**src/rtl/slus_map.vh**
```
`ifndef SLUS_MAP_VH
`define SLUS_MAP_VH
// ****************************************
// register map
// ****************************************
`define SLUS_ADDR_CTRL 12'h000
`define SLUS_ADDR_VERS 12'h004
`define SLUS_ADDR_STAT 12'h008
`define SLUS_ADDR_LOAD 12'h00C
// ctrl fields
`define SLUS_CTRL_OPTSEL 0
`define SLUS_CTRL_RESET 32'h0000_0000
// load register fields
`define SLUS_LOAD_MCU_DONE 0
`define SLUS_LOAD_BIT_FOUND 1
`define SLUS_LOAD_BIT_DONE 2
`define SLUS_LOAD_NOFILE 3
`define SLUS_LOAD_STATUS_DONE 4
// version reset value: arbitrary neutral value
`define SLUS_VERS_RESET 32'h0000_1010
// ****************************************
// timing
// ****************************************
`define SLUS_CLK_HZ 40000000
`define SLUS_STEP_MS 150
`define SLUS_SHOW_MS 3000
`define SLUS_PAUSE_MS 500
`define SLUS_GAP_MS 300
`define SLUS_FLASH_MS 250
`define SLUS_LED_NUM 4'hC
`endif

```
**src/rtl/slus_tick.v**
```verilog
`default_nettype none
// ****************************************
// millisecond enable divider
// ****************************************
module slus_tick #(
  parameter integer DIV = 40000
) (
  input wire clk_in,
  input wire rst_in,
  output reg tick_out
);
  reg [15:0] cnt_q;
  // count clocks, pulse once per period
  always @(posedge clk_in or posedge rst_in) begin
    if (rst_in) begin
      cnt_q <= 16'h0000;
      tick_out <= 1'b0;
    end else if (cnt_q == DIV[15:0] - 16'h0001) begin
      cnt_q <= 16'h0000;
      tick_out <= 1'b1;
    end else begin
      cnt_q <= cnt_q + 16'h0001;
      tick_out <= 1'b0;
    end
  end
endmodule
`default_nettype wire

```
**src/rtl/slus_count.v**
```verilog
`default_nettype none
// ****************************************
// version count to bar of four leds
// ****************************************
module slus_count (
  input wire [3:0] major_in,
  input wire [3:0] minor_in,
  output wire [7:0] bar_out
);
  function [3:0] to_bar;
    input [3:0] n;
    begin
      case (n)
        4'h0: to_bar = 4'b0000;
        4'h1: to_bar = 4'b0001;
        4'h2: to_bar = 4'b0011;
        4'h3: to_bar = 4'b0111;
        default: to_bar = 4'b1111;
      endcase
    end
  endfunction
  // upper row major (min one), lower row minor
  assign bar_out = {to_bar((major_in == 4'h0) ? 4'h1 : major_in), to_bar(minor_in)};
endmodule
`default_nettype wire

```
**src/rtl/slus_seq.v**
```verilog
// Function
// RQ1: at power-up every front led lights briefly in fixed order
// RQ2: after the walk test the power led lights and stays lit
// RQ3: usb led lights next while audio leds show controller version
// RQ4: upper row shows major version as count, one to four
// RQ5: lower row shows minor version as count, zero to four
// RQ6: usb led goes off, then logic firmware version is shown
// RQ7: after a pause normal indication; usb led only on transfers
// RQ8: sdi led lights when selected input has a valid signal
// RQ9: data led lights when local remote-bus data is received
// RQ10: each audio led lights at or above presence threshold
// RQ11: controller image on drive loads first, then normal power-up
// RQ12: logic image looked for after power-up; switch sampling paused
// RQ13: usb led flashes while logic image transfers
// RQ14: after logic load usb led steady and logic chip reboots
// RQ15: status report file written whenever a drive is attached; the code requests it only when a flash drive is attached
// RQ16: update leaves stored images untouched when none on drive
// RQ17: host talks only to flash drives
// RQ18: phase lengths come from parameterised counters
//
// Implementation choices: the address map and the APB interface to the registers.
`default_nettype none
`include "slus_map.vh"
module slus_seq #(
  parameter integer STEP_MS = `SLUS_STEP_MS,
  parameter integer SHOW_MS = `SLUS_SHOW_MS,
  parameter integer PAUSE_MS = `SLUS_PAUSE_MS,
  parameter integer GAP_MS = `SLUS_GAP_MS,
  parameter integer FLASH_MS = `SLUS_FLASH_MS,
  parameter integer MS_DIV = `SLUS_CLK_HZ / 1000
) (
  input wire clk_in,
  input wire rst_in,
  // apb slave
  input wire psel_in,
  input wire penable_in,
  input wire pwrite_in,
  input wire [11:0] paddr_in,
  input wire [31:0] pwdata_in,
  output reg [31:0] prdata_out,
  output reg pready_out,
  output reg pslverr_out,
  // external status pins
  input wire drive_present_in,
  input wire drive_is_flash_in,
  input wire mcu_file_in,
  input wire mcu_load_done_in,
  input wire bit_file_in,
  input wire bit_load_done_in,
  input wire xfer_active_in,
  input wire sdi_coax_ok_in,
  input wire sdi_opt_ok_in,
  input wire rs485_local_in,
  input wire [7:0] audio_present_in,
  input wire [7:0] cfg_sw_in,
  // outputs
  output reg led_power_out,
  output reg led_usb_out,
  output reg led_sdi_out,
  output reg led_data_out,
  output reg [7:0] led_audio_out,
  output reg mcu_load_req_out,
  output reg bit_load_req_out,
  output reg logic_reboot_out,
  output reg status_write_req_out,
  output reg image_load_en_out,
  output reg usb_host_en_out,
  output reg [7:0] cfg_sw_out
);
  // ****************************************
  // states
  // ****************************************
  localparam [8:0] S_BOOT = 9'b000000001;
  localparam [8:0] S_WALK = 9'b000000010;
  localparam [8:0] S_GAP = 9'b000000100;
  localparam [8:0] S_MCUV = 9'b000001000;
  localparam [8:0] S_BITV = 9'b000010000;
  localparam [8:0] S_PAUSE = 9'b000100000;
  localparam [8:0] S_NORM = 9'b001000000;
  localparam [8:0] S_LOAD = 9'b010000000;
  localparam [8:0] S_DONE = 9'b100000000;
  localparam [15:0] STEP_T = STEP_MS[15:0];
  localparam [15:0] SHOW_T = SHOW_MS[15:0];
  localparam [15:0] PAUSE_T = PAUSE_MS[15:0];
  localparam [15:0] GAP_T = GAP_MS[15:0];
  localparam [15:0] FLASH_T = FLASH_MS[15:0];
  localparam [3:0] LED_LAST = `SLUS_LED_NUM - 4'h1;

  // ****************************************
  // input synchronisers
  // ****************************************
  wire [25:0] raw_w = {drive_present_in, drive_is_flash_in, mcu_file_in, mcu_load_done_in,
    bit_file_in, bit_load_done_in, xfer_active_in, sdi_coax_ok_in, sdi_opt_ok_in,
    rs485_local_in, audio_present_in, cfg_sw_in};
  reg [25:0] sync1_q;
  reg [25:0] sync2_q;
  // two flops on every pin input
  always @(posedge clk_in or posedge rst_in) begin
    if (rst_in) begin
      sync1_q <= 26'h000_0000;
      sync2_q <= 26'h000_0000;
    end else begin
      sync1_q <= raw_w;
      sync2_q <= sync1_q;
    end
  end
  wire drv_w = sync2_q[25];
  wire flash_w = sync2_q[24];
  wire mcuf_w = sync2_q[23];
  wire mcud_w = sync2_q[22];
  wire bitf_w = sync2_q[21];
  wire bitd_w = sync2_q[20];
  wire xfer_w = sync2_q[19];
  wire coax_w = sync2_q[18];
  wire opt_w = sync2_q[17];
  wire rs_w = sync2_q[16];
  wire [7:0] aud_w = sync2_q[15:8];
  wire [7:0] sw_w = sync2_q[7:0];
  wire drv_ok_w = drv_w & flash_w; // [RQ17]

  // ****************************************
  // registers
  // ****************************************
  reg [8:0] st_q;
  reg [31:0] ctrl_q;
  reg [31:0] vers_q;
  reg mcu_done_q;
  reg bit_found_q;
  reg bit_done_q;
  reg nofile_q;
  reg stat_done_q;
  wire apb_acc_w = psel_in & penable_in;
  wire [31:0] load_w = {27'h000_0000, stat_done_q, nofile_q, bit_done_q, bit_found_q,
    mcu_done_q};
  // apb write and read, zero wait state
  always @(posedge clk_in or posedge rst_in) begin
    if (rst_in) begin
      ctrl_q <= `SLUS_CTRL_RESET;
      vers_q <= `SLUS_VERS_RESET;
      prdata_out <= 32'h0000_0000;
      pready_out <= 1'b0;
      pslverr_out <= 1'b0;
    end else begin
      pready_out <= psel_in & ~penable_in;
      pslverr_out <= 1'b0;
      if (psel_in & ~penable_in) begin
        case (paddr_in)
          `SLUS_ADDR_CTRL: prdata_out <= ctrl_q;
          `SLUS_ADDR_VERS: prdata_out <= vers_q;
          `SLUS_ADDR_STAT: prdata_out <= {23'h00_0000, st_q};
          `SLUS_ADDR_LOAD: prdata_out <= load_w;
          default: begin
            prdata_out <= 32'h0000_0000;
            pslverr_out <= 1'b1;
          end
        endcase
      end
      if (apb_acc_w & pwrite_in & pready_out) begin
        if (paddr_in == `SLUS_ADDR_CTRL) ctrl_q <= pwdata_in;
        if (paddr_in == `SLUS_ADDR_VERS) vers_q <= pwdata_in;
      end
    end
  end

  // ****************************************
  // timing and version bars
  // ****************************************
  wire ms_w;
  slus_tick #(.DIV(MS_DIV)) u_tick (
    .clk_in(clk_in),
    .rst_in(rst_in),
    .tick_out(ms_w)
  );
  wire [7:0] mcu_bar_w;
  wire [7:0] bit_bar_w;
  slus_count u_mcu (
    .major_in(vers_q[15:12]),
    .minor_in(vers_q[11:8]),
    .bar_out(mcu_bar_w)
  );
  slus_count u_bit (
    .major_in(vers_q[7:4]),
    .minor_in(vers_q[3:0]),
    .bar_out(bit_bar_w)
  );

  // ****************************************
  // sequencer
  // ****************************************
  reg [15:0] tmr_q;
  reg [3:0] idx_q;
  reg [15:0] fl_q;
  reg blink_q;
  reg drv_prev_q;
  wire [15:0] tmr_inc_w = tmr_q + 16'h0001;
  wire [11:0] walk_w = 12'h001 << idx_q;
  // main state machine and leds
  always @(posedge clk_in or posedge rst_in) begin
    if (rst_in) begin
      st_q <= S_BOOT;
      tmr_q <= 16'h0000;
      idx_q <= 4'h0;
      fl_q <= 16'h0000;
      blink_q <= 1'b0;
      drv_prev_q <= 1'b0;
      mcu_done_q <= 1'b0;
      bit_found_q <= 1'b0;
      bit_done_q <= 1'b0;
      nofile_q <= 1'b0;
      stat_done_q <= 1'b0;
      led_power_out <= 1'b0;
      led_usb_out <= 1'b0;
      led_sdi_out <= 1'b0;
      led_data_out <= 1'b0;
      led_audio_out <= 8'h00;
      mcu_load_req_out <= 1'b0;
      bit_load_req_out <= 1'b0;
      logic_reboot_out <= 1'b0;
      status_write_req_out <= 1'b0;
      image_load_en_out <= 1'b0;
      usb_host_en_out <= 1'b0;
      cfg_sw_out <= 8'h00;
    end else begin
      usb_host_en_out <= 1'b1;
      logic_reboot_out <= 1'b0;
      status_write_req_out <= 1'b0;
      drv_prev_q <= drv_ok_w;
      // status report on every flash drive attach
      if (drv_ok_w & ~drv_prev_q) begin
        status_write_req_out <= 1'b1; // [RQ15]
        stat_done_q <= 1'b1;
      end
      if (ms_w) tmr_q <= tmr_inc_w; // [RQ18]
      // blink base for load flashing
      if (ms_w) begin
        if (fl_q == FLASH_T - 16'h0001) begin
          fl_q <= 16'h0000;
          blink_q <= ~blink_q;
        end else begin
          fl_q <= fl_q + 16'h0001;
        end
      end
      case (st_q)
        S_BOOT: begin
          if (drv_ok_w & mcuf_w & ~mcu_done_q) begin
            mcu_load_req_out <= 1'b1; // [RQ11]
            if (mcud_w) begin
              mcu_load_req_out <= 1'b0;
              mcu_done_q <= 1'b1;
            end
          end else if (ms_w) begin
            // first tick leaves time for the pin synchronisers to settle
            st_q <= S_WALK;
            tmr_q <= 16'h0000;
            idx_q <= 4'h0;
          end
        end
        S_WALK: begin
          {led_audio_out, led_data_out, led_sdi_out, led_usb_out, led_power_out} <=
            walk_w[11:0]; // [RQ1]
          if (ms_w & (tmr_q == STEP_T - 16'h0001)) begin
            tmr_q <= 16'h0000;
            if (idx_q == LED_LAST) st_q <= S_GAP;
            else idx_q <= idx_q + 4'h1;
          end
        end
        S_GAP: begin
          led_audio_out <= 8'h00;
          led_power_out <= 1'b1; // [RQ2]
          led_usb_out <= 1'b0;
          if (ms_w & (tmr_q == GAP_T - 16'h0001)) begin
            st_q <= S_MCUV;
            tmr_q <= 16'h0000;
          end
        end
        S_MCUV: begin
          led_usb_out <= 1'b1; // [RQ3]
          led_audio_out <= mcu_bar_w; // [RQ4] [RQ5]
          if (ms_w & (tmr_q == SHOW_T - 16'h0001)) begin
            st_q <= S_BITV;
            tmr_q <= 16'h0000;
          end
        end
        S_BITV: begin
          led_usb_out <= 1'b0; // [RQ6]
          led_audio_out <= bit_bar_w;
          if (ms_w & (tmr_q == SHOW_T - 16'h0001)) begin
            st_q <= S_PAUSE;
            tmr_q <= 16'h0000;
          end
        end
        S_PAUSE: begin
          led_audio_out <= 8'h00;
          if (ms_w & (tmr_q == PAUSE_T - 16'h0001)) begin
            st_q <= S_NORM;
            if (drv_ok_w & bitf_w & ~bit_done_q) bit_found_q <= 1'b1;
            else nofile_q <= 1'b1;
          end
        end
        S_NORM: begin
          led_power_out <= 1'b1;
          led_usb_out <= drv_ok_w & xfer_w; // [RQ7]
          led_sdi_out <= ctrl_q[`SLUS_CTRL_OPTSEL] ? opt_w : coax_w; // [RQ8]
          led_data_out <= rs_w; // [RQ9]
          led_audio_out <= aud_w; // [RQ10]
          cfg_sw_out <= sw_w;
          // images load only when no firmware file is on the drive
          image_load_en_out <= drv_ok_w & ~bitf_w & ~mcuf_w; // [RQ16]
          if (bit_found_q & ~bit_done_q) begin
            st_q <= S_LOAD; // [RQ12]
            image_load_en_out <= 1'b0;
            fl_q <= 16'h0000; // blink starts with a full lit half period
            blink_q <= 1'b1;
          end
        end
        S_LOAD: begin
          bit_load_req_out <= 1'b1;
          led_usb_out <= blink_q; // [RQ13]
          led_sdi_out <= ctrl_q[`SLUS_CTRL_OPTSEL] ? opt_w : coax_w;
          if (bitd_w) begin
            st_q <= S_DONE;
            bit_load_req_out <= 1'b0;
            bit_done_q <= 1'b1;
            logic_reboot_out <= 1'b1; // [RQ14]
          end
        end
        S_DONE: begin
          led_usb_out <= 1'b1; // [RQ14]
          led_power_out <= 1'b1;
          led_sdi_out <= ctrl_q[`SLUS_CTRL_OPTSEL] ? opt_w : coax_w;
          led_data_out <= rs_w;
          led_audio_out <= aud_w;
          cfg_sw_out <= sw_w; // [RQ12]
        end
        default: st_q <= S_BOOT;
      endcase
    end
  end
endmodule
`default_nettype wire

```
**config.mk**
```make
export PLATFORM = sky130hd
export DESIGN_NAME = slus_seq
export DESIGN_NICKNAME = d
export VERILOG_FILES = /design/src/rtl/slus_tick.v /design/src/rtl/slus_count.v /design/src/rtl/slus_seq.v
export VERILOG_INCLUDE_DIRS = /design/src /design/src/rtl
export SDC_FILE = /design/constraint.sdc
export NUM_CORES = 1
export LEC_CHECK = 0
export BUFFER_PORTS_ARGS = -buffer_cell sky130_fd_sc_hd__buf_2
export CORE_UTILIZATION = 40
export DETAILED_ROUTE_END_ITERATION = 10
export MAX_ROUTING_LAYER = met4
export PLACE_DENSITY = 0.6
export SLEW_MARGIN = 20
export SYNTH_ARGS = -nofsm -noshare
export SYNTH_HDL_FRONTEND = slang
export SYNTH_SLANG_ARGS = --single-unit
```
**constraint.sdc**
```tcl
create_clock -name clk_in -period 9.04 [get_ports clk_in]
set_input_delay 0.904 -clock clk_in [delete_from_list [all_inputs] [get_ports clk_in]]
set_output_delay 0.904 -clock clk_in [all_outputs]
set_load 0.02 [all_outputs]
```
# Word-level counts from Yosys, hierarchy flattened
# Index checks and enable logic that the tools add are counted.
[word_totals]
inputBits = 75
ff_bits = 245
word_cells = 190
[classes]
addsub = 4
eq_ne = 42
bitwise_logic = 27
n_mux = 54
shifts = 1
n_reduce_logical = 30
[ops]
columns = ["operator", "count"]
rows = [
  ["$mux W16", 11],
  ["$pmux W32 S4", 1],
  ["$mux W9", 10],
  ["$pmux W9 S9", 1],
  ["$pmux W16 S4", 1],
  ["$pmux W4 S4", 4],
  ["$add A16 B1 Y16 const B", 3],
  ["$pmux W8 S5", 1],
  ["$eq A16 B8 Y1 const B", 2],
  ["$eq A16 B9 Y1 const B", 2],
  ["$eq A4 B2 Y1 const B", 8],
  ["$eq A12 B4 Y1 const B", 2],
  ["$logic_not A4 Y1", 6],
  ["$mux W4", 6],
  ["$ne A2 B2 Y1 const B", 10],
  ["$and A1 B1 Y1", 18],
  ["$eq A16 B12 Y1 const B", 1],
  ["$eq A16 B16 Y1 const B", 1],
  ["$eq A4 B1 Y1 const B", 4],
  ["$mux W1", 14],
  ["$eq A12 B3 Y1 const B", 1],
  ["$logic_not A12 Y1", 1],
  ["$shl A1 B4 Y12 const A", 1],
  ["$reduce_and A11 Y1", 1],
  ["24 further kinds", 48],
]

# Depth between registers and ports, before layout
[depth]
word_depth = 5
ltp_mapped = 9
depth_no_buf = 7

# By module
# Synthesis repeated with hierarchy kept, for this count alone.
[unflattened]
hier_cells = 911
area_unflattened_um2 = 10597.7
[modules_own_cells]
columns = ["module", "area_each_um2", "seq_area_each_um2", "n_inst", "cells_per_inst"]
rows = [
  ["slus_seq", 9704.3, 5709.2, 1, 822],
  ["slus_tick", 768.2, 425.4, 1, 71],
  ["slus_count", 62.6, 0.0, 2, 9],
]

# Worst setup path before layout
# Ideal clock, no wire load.
[synth_path]
path_kind = "in2reg"
start = "input paddr_in[7]"
end = "register ctrl_q[0]"
path_stages = 5
setup_slack_ps = 6320
required_ps = 8915
arrival_time_ps = 2595
setup_time_ps = 125
path_cell_list = "nor4_1 nand3_1 nor4_1 buf_2 mux2_2"
[synth_via]
elab_chain_len = 2
[synth_lines]
columns = ["item", "line_no", "rtl"]
rows = [
  ["start, declared", "slus_seq.v:38", "input wire [11:0] paddr_in,"],
  ["$logic_not A12 Y1", "n/a", ""],
  ["$reduce_and A2 Y1 (no line)", "n/a", ""],
  ["end signal, assigned", "slus_seq.v:138", "ctrl_q <= `SLUS_CTRL_RESET;"],
  ["end signal, assigned", "slus_seq.v:159", "if (paddr_in == `SLUS_ADDR_CTRL) ctrl_q <= pwdata_in;"],
  ["end, declared", "slus_seq.v:125", "reg [31:0] ctrl_q;"],
]
# Every way passes these cells.
# A chain may end at the register's enable or synchronous reset.

# Worst setup path after layout
[layout_path]
start = "register st_q[3]"
end = "register st_q[1]"
[layout_via]
elab_chain_len = 3
elab_cells_between_ends = 22
classes_between = "eq/ne (19); mux (1); bitwise (1); reduce/logical (1)"
[layout_lines]
columns = ["item", "line_no", "rtl"]
rows = [
  ["start, declared", "slus_seq.v:124", "reg [8:0] st_q;"],
  ["start signal, assigned", "slus_seq.v:200", "st_q <= S_BOOT;"],
  ["start signal, assigned", "slus_seq.v:253", "st_q <= S_WALK;"],
  ["start signal, assigned", "slus_seq.v:263", "if (idx_q == LED_LAST) st_q <= S_GAP;"],
  ["$eq A9 B1 Y1 (tied with other cells)", "slus_seq.v:243", "case (st_q)"],
  ["$ne A2 B1 Y1 (no line) (tied with other cells)", "n/a", ""],
  ["$reduce_and A11 Y1 (no line)", "n/a", ""],
]
# Several ways; a longest one is shown, not always the timed one.

==> metrics.md <==
| Metric | Value |
|---|---|
| Status | complete, no violations |
| Max Slew Vio Count | 0 |
| Die area | around 27,000 um^2 |
| Crit end category | flip-flop |
| Post-synth cell types | 68 |
| Most frequent cells in the layout | 242 x dfrtp_1, 134 x buf_2, 100 x nand2_1 |
| DRT iter0 DRCs | 513 |
| Clock sinks | approximately 250 |
| Inserted Clock Buffers | 27 |
| Top-area cell type share of the netlist area | just under 60% |
| Initial Utilization | 40.97% |
| Vias in the first global route | 7,023 |
| Hold_buf cts | 0 |
| DP Cell Count | between 1,000 and 1,500 |
| Static leakage | a little under 6 nW |
| Max Cap Viol | 0 |
| Most used DFF post-synth | dfrtp_1 |
| Total I/O pin count | approximately 140 |
| RD Place Congestion | between 0.8 and 0.9 |
| Commonest non-fill, non-tap cell in the layout | dfrtp_1 |
| CP Class | flip-flop to flip-flop |
| Final hold vios | 0 |
| # rows | 58 |
| Syn Inst Count | around 900 |
| Vias post-DR | a little over 7,000 |
| Final Util | between 40% and 50% |
| Layout cell share with drive strength beyond 1 | about 28% |
| Flops & latches, synth | 245 |
| Pwr dens | 190.6 nW/um^2 |
| Setup TNS | 0 ps |
| Mean Syn Cell Area | around 12 um^2 |
| Area delta synth->final | 18.77% |
| Post-DR wirelength/cell | between 15 and 20 um |
| Floorplan Core Area | approximately 25,000 um^2 |
| TritonCTS clock tree | built |
| # resized after CTS | 0 |
| Slew @ Worst Pin | 937.6 ps |
| Initial antenna violation count | 0 |
| Setup violations, final | 0 |
| Warnings, synthesis | 0 |
| DP Wirelength | about 16 mm |
| Final instance area | roughly 12,000 um^2 |
| WL final | between 20 and 25 mm |
| Period utilisation layout | about a third |
| Post-synthesis sequential area ratio | 59.12% |
| CP arrival | about 3500 ps |
| Final min period | 3095 ps |
| Worst hold path type | flip-flop to flip-flop |
| DRT antenna net count | 0 |
| Post-synth ARST share | 100.0% |
| GRT Overall Usage | 18.59% |
| Area contributors post-synth | dfrtp_1 58%, mux2_2 7.8%, nand2_1 3.6%, o21ai_0 2.6%, nor2_1 1.9% |
| Post-synth EDFFs | 0 |
| Fmax | about 0.32 GHz |
| RSZ-0062 raised after global routing | no |
| First-pass GRT wire length | roughly 38 mm |
| Clock Latency Late Sink | roughly 540 ps |
| Root Driver | clkbuf_16 |
| Count of input and output buffers | around 130 |
| Count of nets after finishing | 1,108 |
| Die H | between 150 and 200 um |
| Dpl cell area | 11,350 um^2 |
| Max Root-Sink Buffers | 3 |
| DR pass1 iterations | 5 |
| Slew HR | about 37% |
| Clk slew on worst S/H paths | about 60 ps |
| Residual DRC | 0 |
| CP max FO | 10 |
| Syn Nets | about 980 |
| Critical Path RT | around 9500 ps |
| Clock H-tree levels | 1 |
| Total gr overflow | 0 |
| Fillers | 2,320 |
| Layout Cells excl Fill | 1,371 |
| Setup bufs post-CTS | 0 |
| Synth Cell Area | 10,380 um^2 |
| Startpoint Class | flip-flop |
| Vias per Instance | 5.254 |
| Post-synth top area cell | dfrtp_1 |
| Largest net degree at the start of global routing | approximately 110 |
| Peak supply drop | around 0.14 mV |
| Worst Clk Skew | approximately 31 ps |
| Die width | between 150 and 200 um |
## layer usage
metal | track usage (%) | routed length [um] | up-vias
li1 | - | - | 3443
met1 | 26.80 | 11210 | 3554
met2 | 27.12 | 10380 | 180
met3 | 3.530 | 1505 | 26
met4 | 4.121 | 327 | 0
met5 | - | 0 | -
## path summary, 6_finish.rpt
check	from	to	slack, ps	depth (start not counted)
setup / recovery	st_q[3]	st_q[1]	5950	6
hold / removal	sync1_q[23]	sync2_q[23]	350	0
setup reg to reg	st_q[3]	st_q[1]	5950	6
hold reg to reg	sync1_q[23]	sync2_q[23]	350	0
max in group asynchronous	rst_in	sync1_q[24]	6630	4
min in group asynchronous	rst_in	sync1_q[12]	530	2
## cell families after synthesis
group | synth area share (%)
and+or+nand+nor | 14.78
adders and majority gates | 1.567
other | 0.03614
muxes | 8.488
xor gates and xnor gates | 2.785
DFF | 59.12
AOI/OAI and AO/OA | 10.30
buffers and inverters | 2.930
## cells in the mapped netlist, types with 19 or more instances
master and number:
dfrtp_1 242, nand2_1 100, mux2_2 72, o21ai_0 54
nor2_1 52, nand3_1 28, nor3_1 24, a22oi_1 23
inv_1 23, clkbuf_1 20, nand4_1 19
## state kept, by name, summed over array words and instances (netlist names), 4 cells and up
name and flops:
cfg_sw_out 8, ctrl_q 32, fl_q 16, idx_q 4, led_audio_out 8, prdata_out 32
st_q 9, sync1_q 26, sync2_q 26, tmr_q 16, u_tick.cnt_q 16, vers_q 32
## area by class of cell
class	instances	area, um^2	area share, %
antenna	1	2.502	0.02030
tap	330	412.9	3.350
multi-input combinational	580	3979	32.28
sequential	245	6135	49.77
clock buffer	39	810.8	6.578
timing repair buffer	143	742.0	6.020
clock inverter	10	150.1	1.218
inverter	23	93.84	0.7613
## critical path, stage by stage (launching register included)
cell and delay (ps):
dfrtp_1 530, nor4_1 740, nand4_1 530, a21o_1 340
nand2_1 130, or3_1 360, mux2_4 330
## metrics by stage
stage | hold WS [ps] | setup slack (ps) | power, mW
global placement | 331.3 | 5622 | 1.206
finish | 345.7 | 5945 | 2.350
floorplan | 331.2 | 1411 | 1.171
detailed placement | 334.7 | 5589 | 1.207
CTS | 348.3 | 5953 | 2.381
global route | 350.4 | 5618 | 2.431
## power by group
| group | switching, mW | leakage (nW) | internal, mW |
|---|---|---|---|
| Clock | 0.432 | 0.481 | 0.732 |
| Combinational | 0.0448 | 2.15 | 0.0198 |
| Sequential | 0.00721 | 3.26 | 1.11 |
Note: power is estimated with default switching activity, not from simulation.
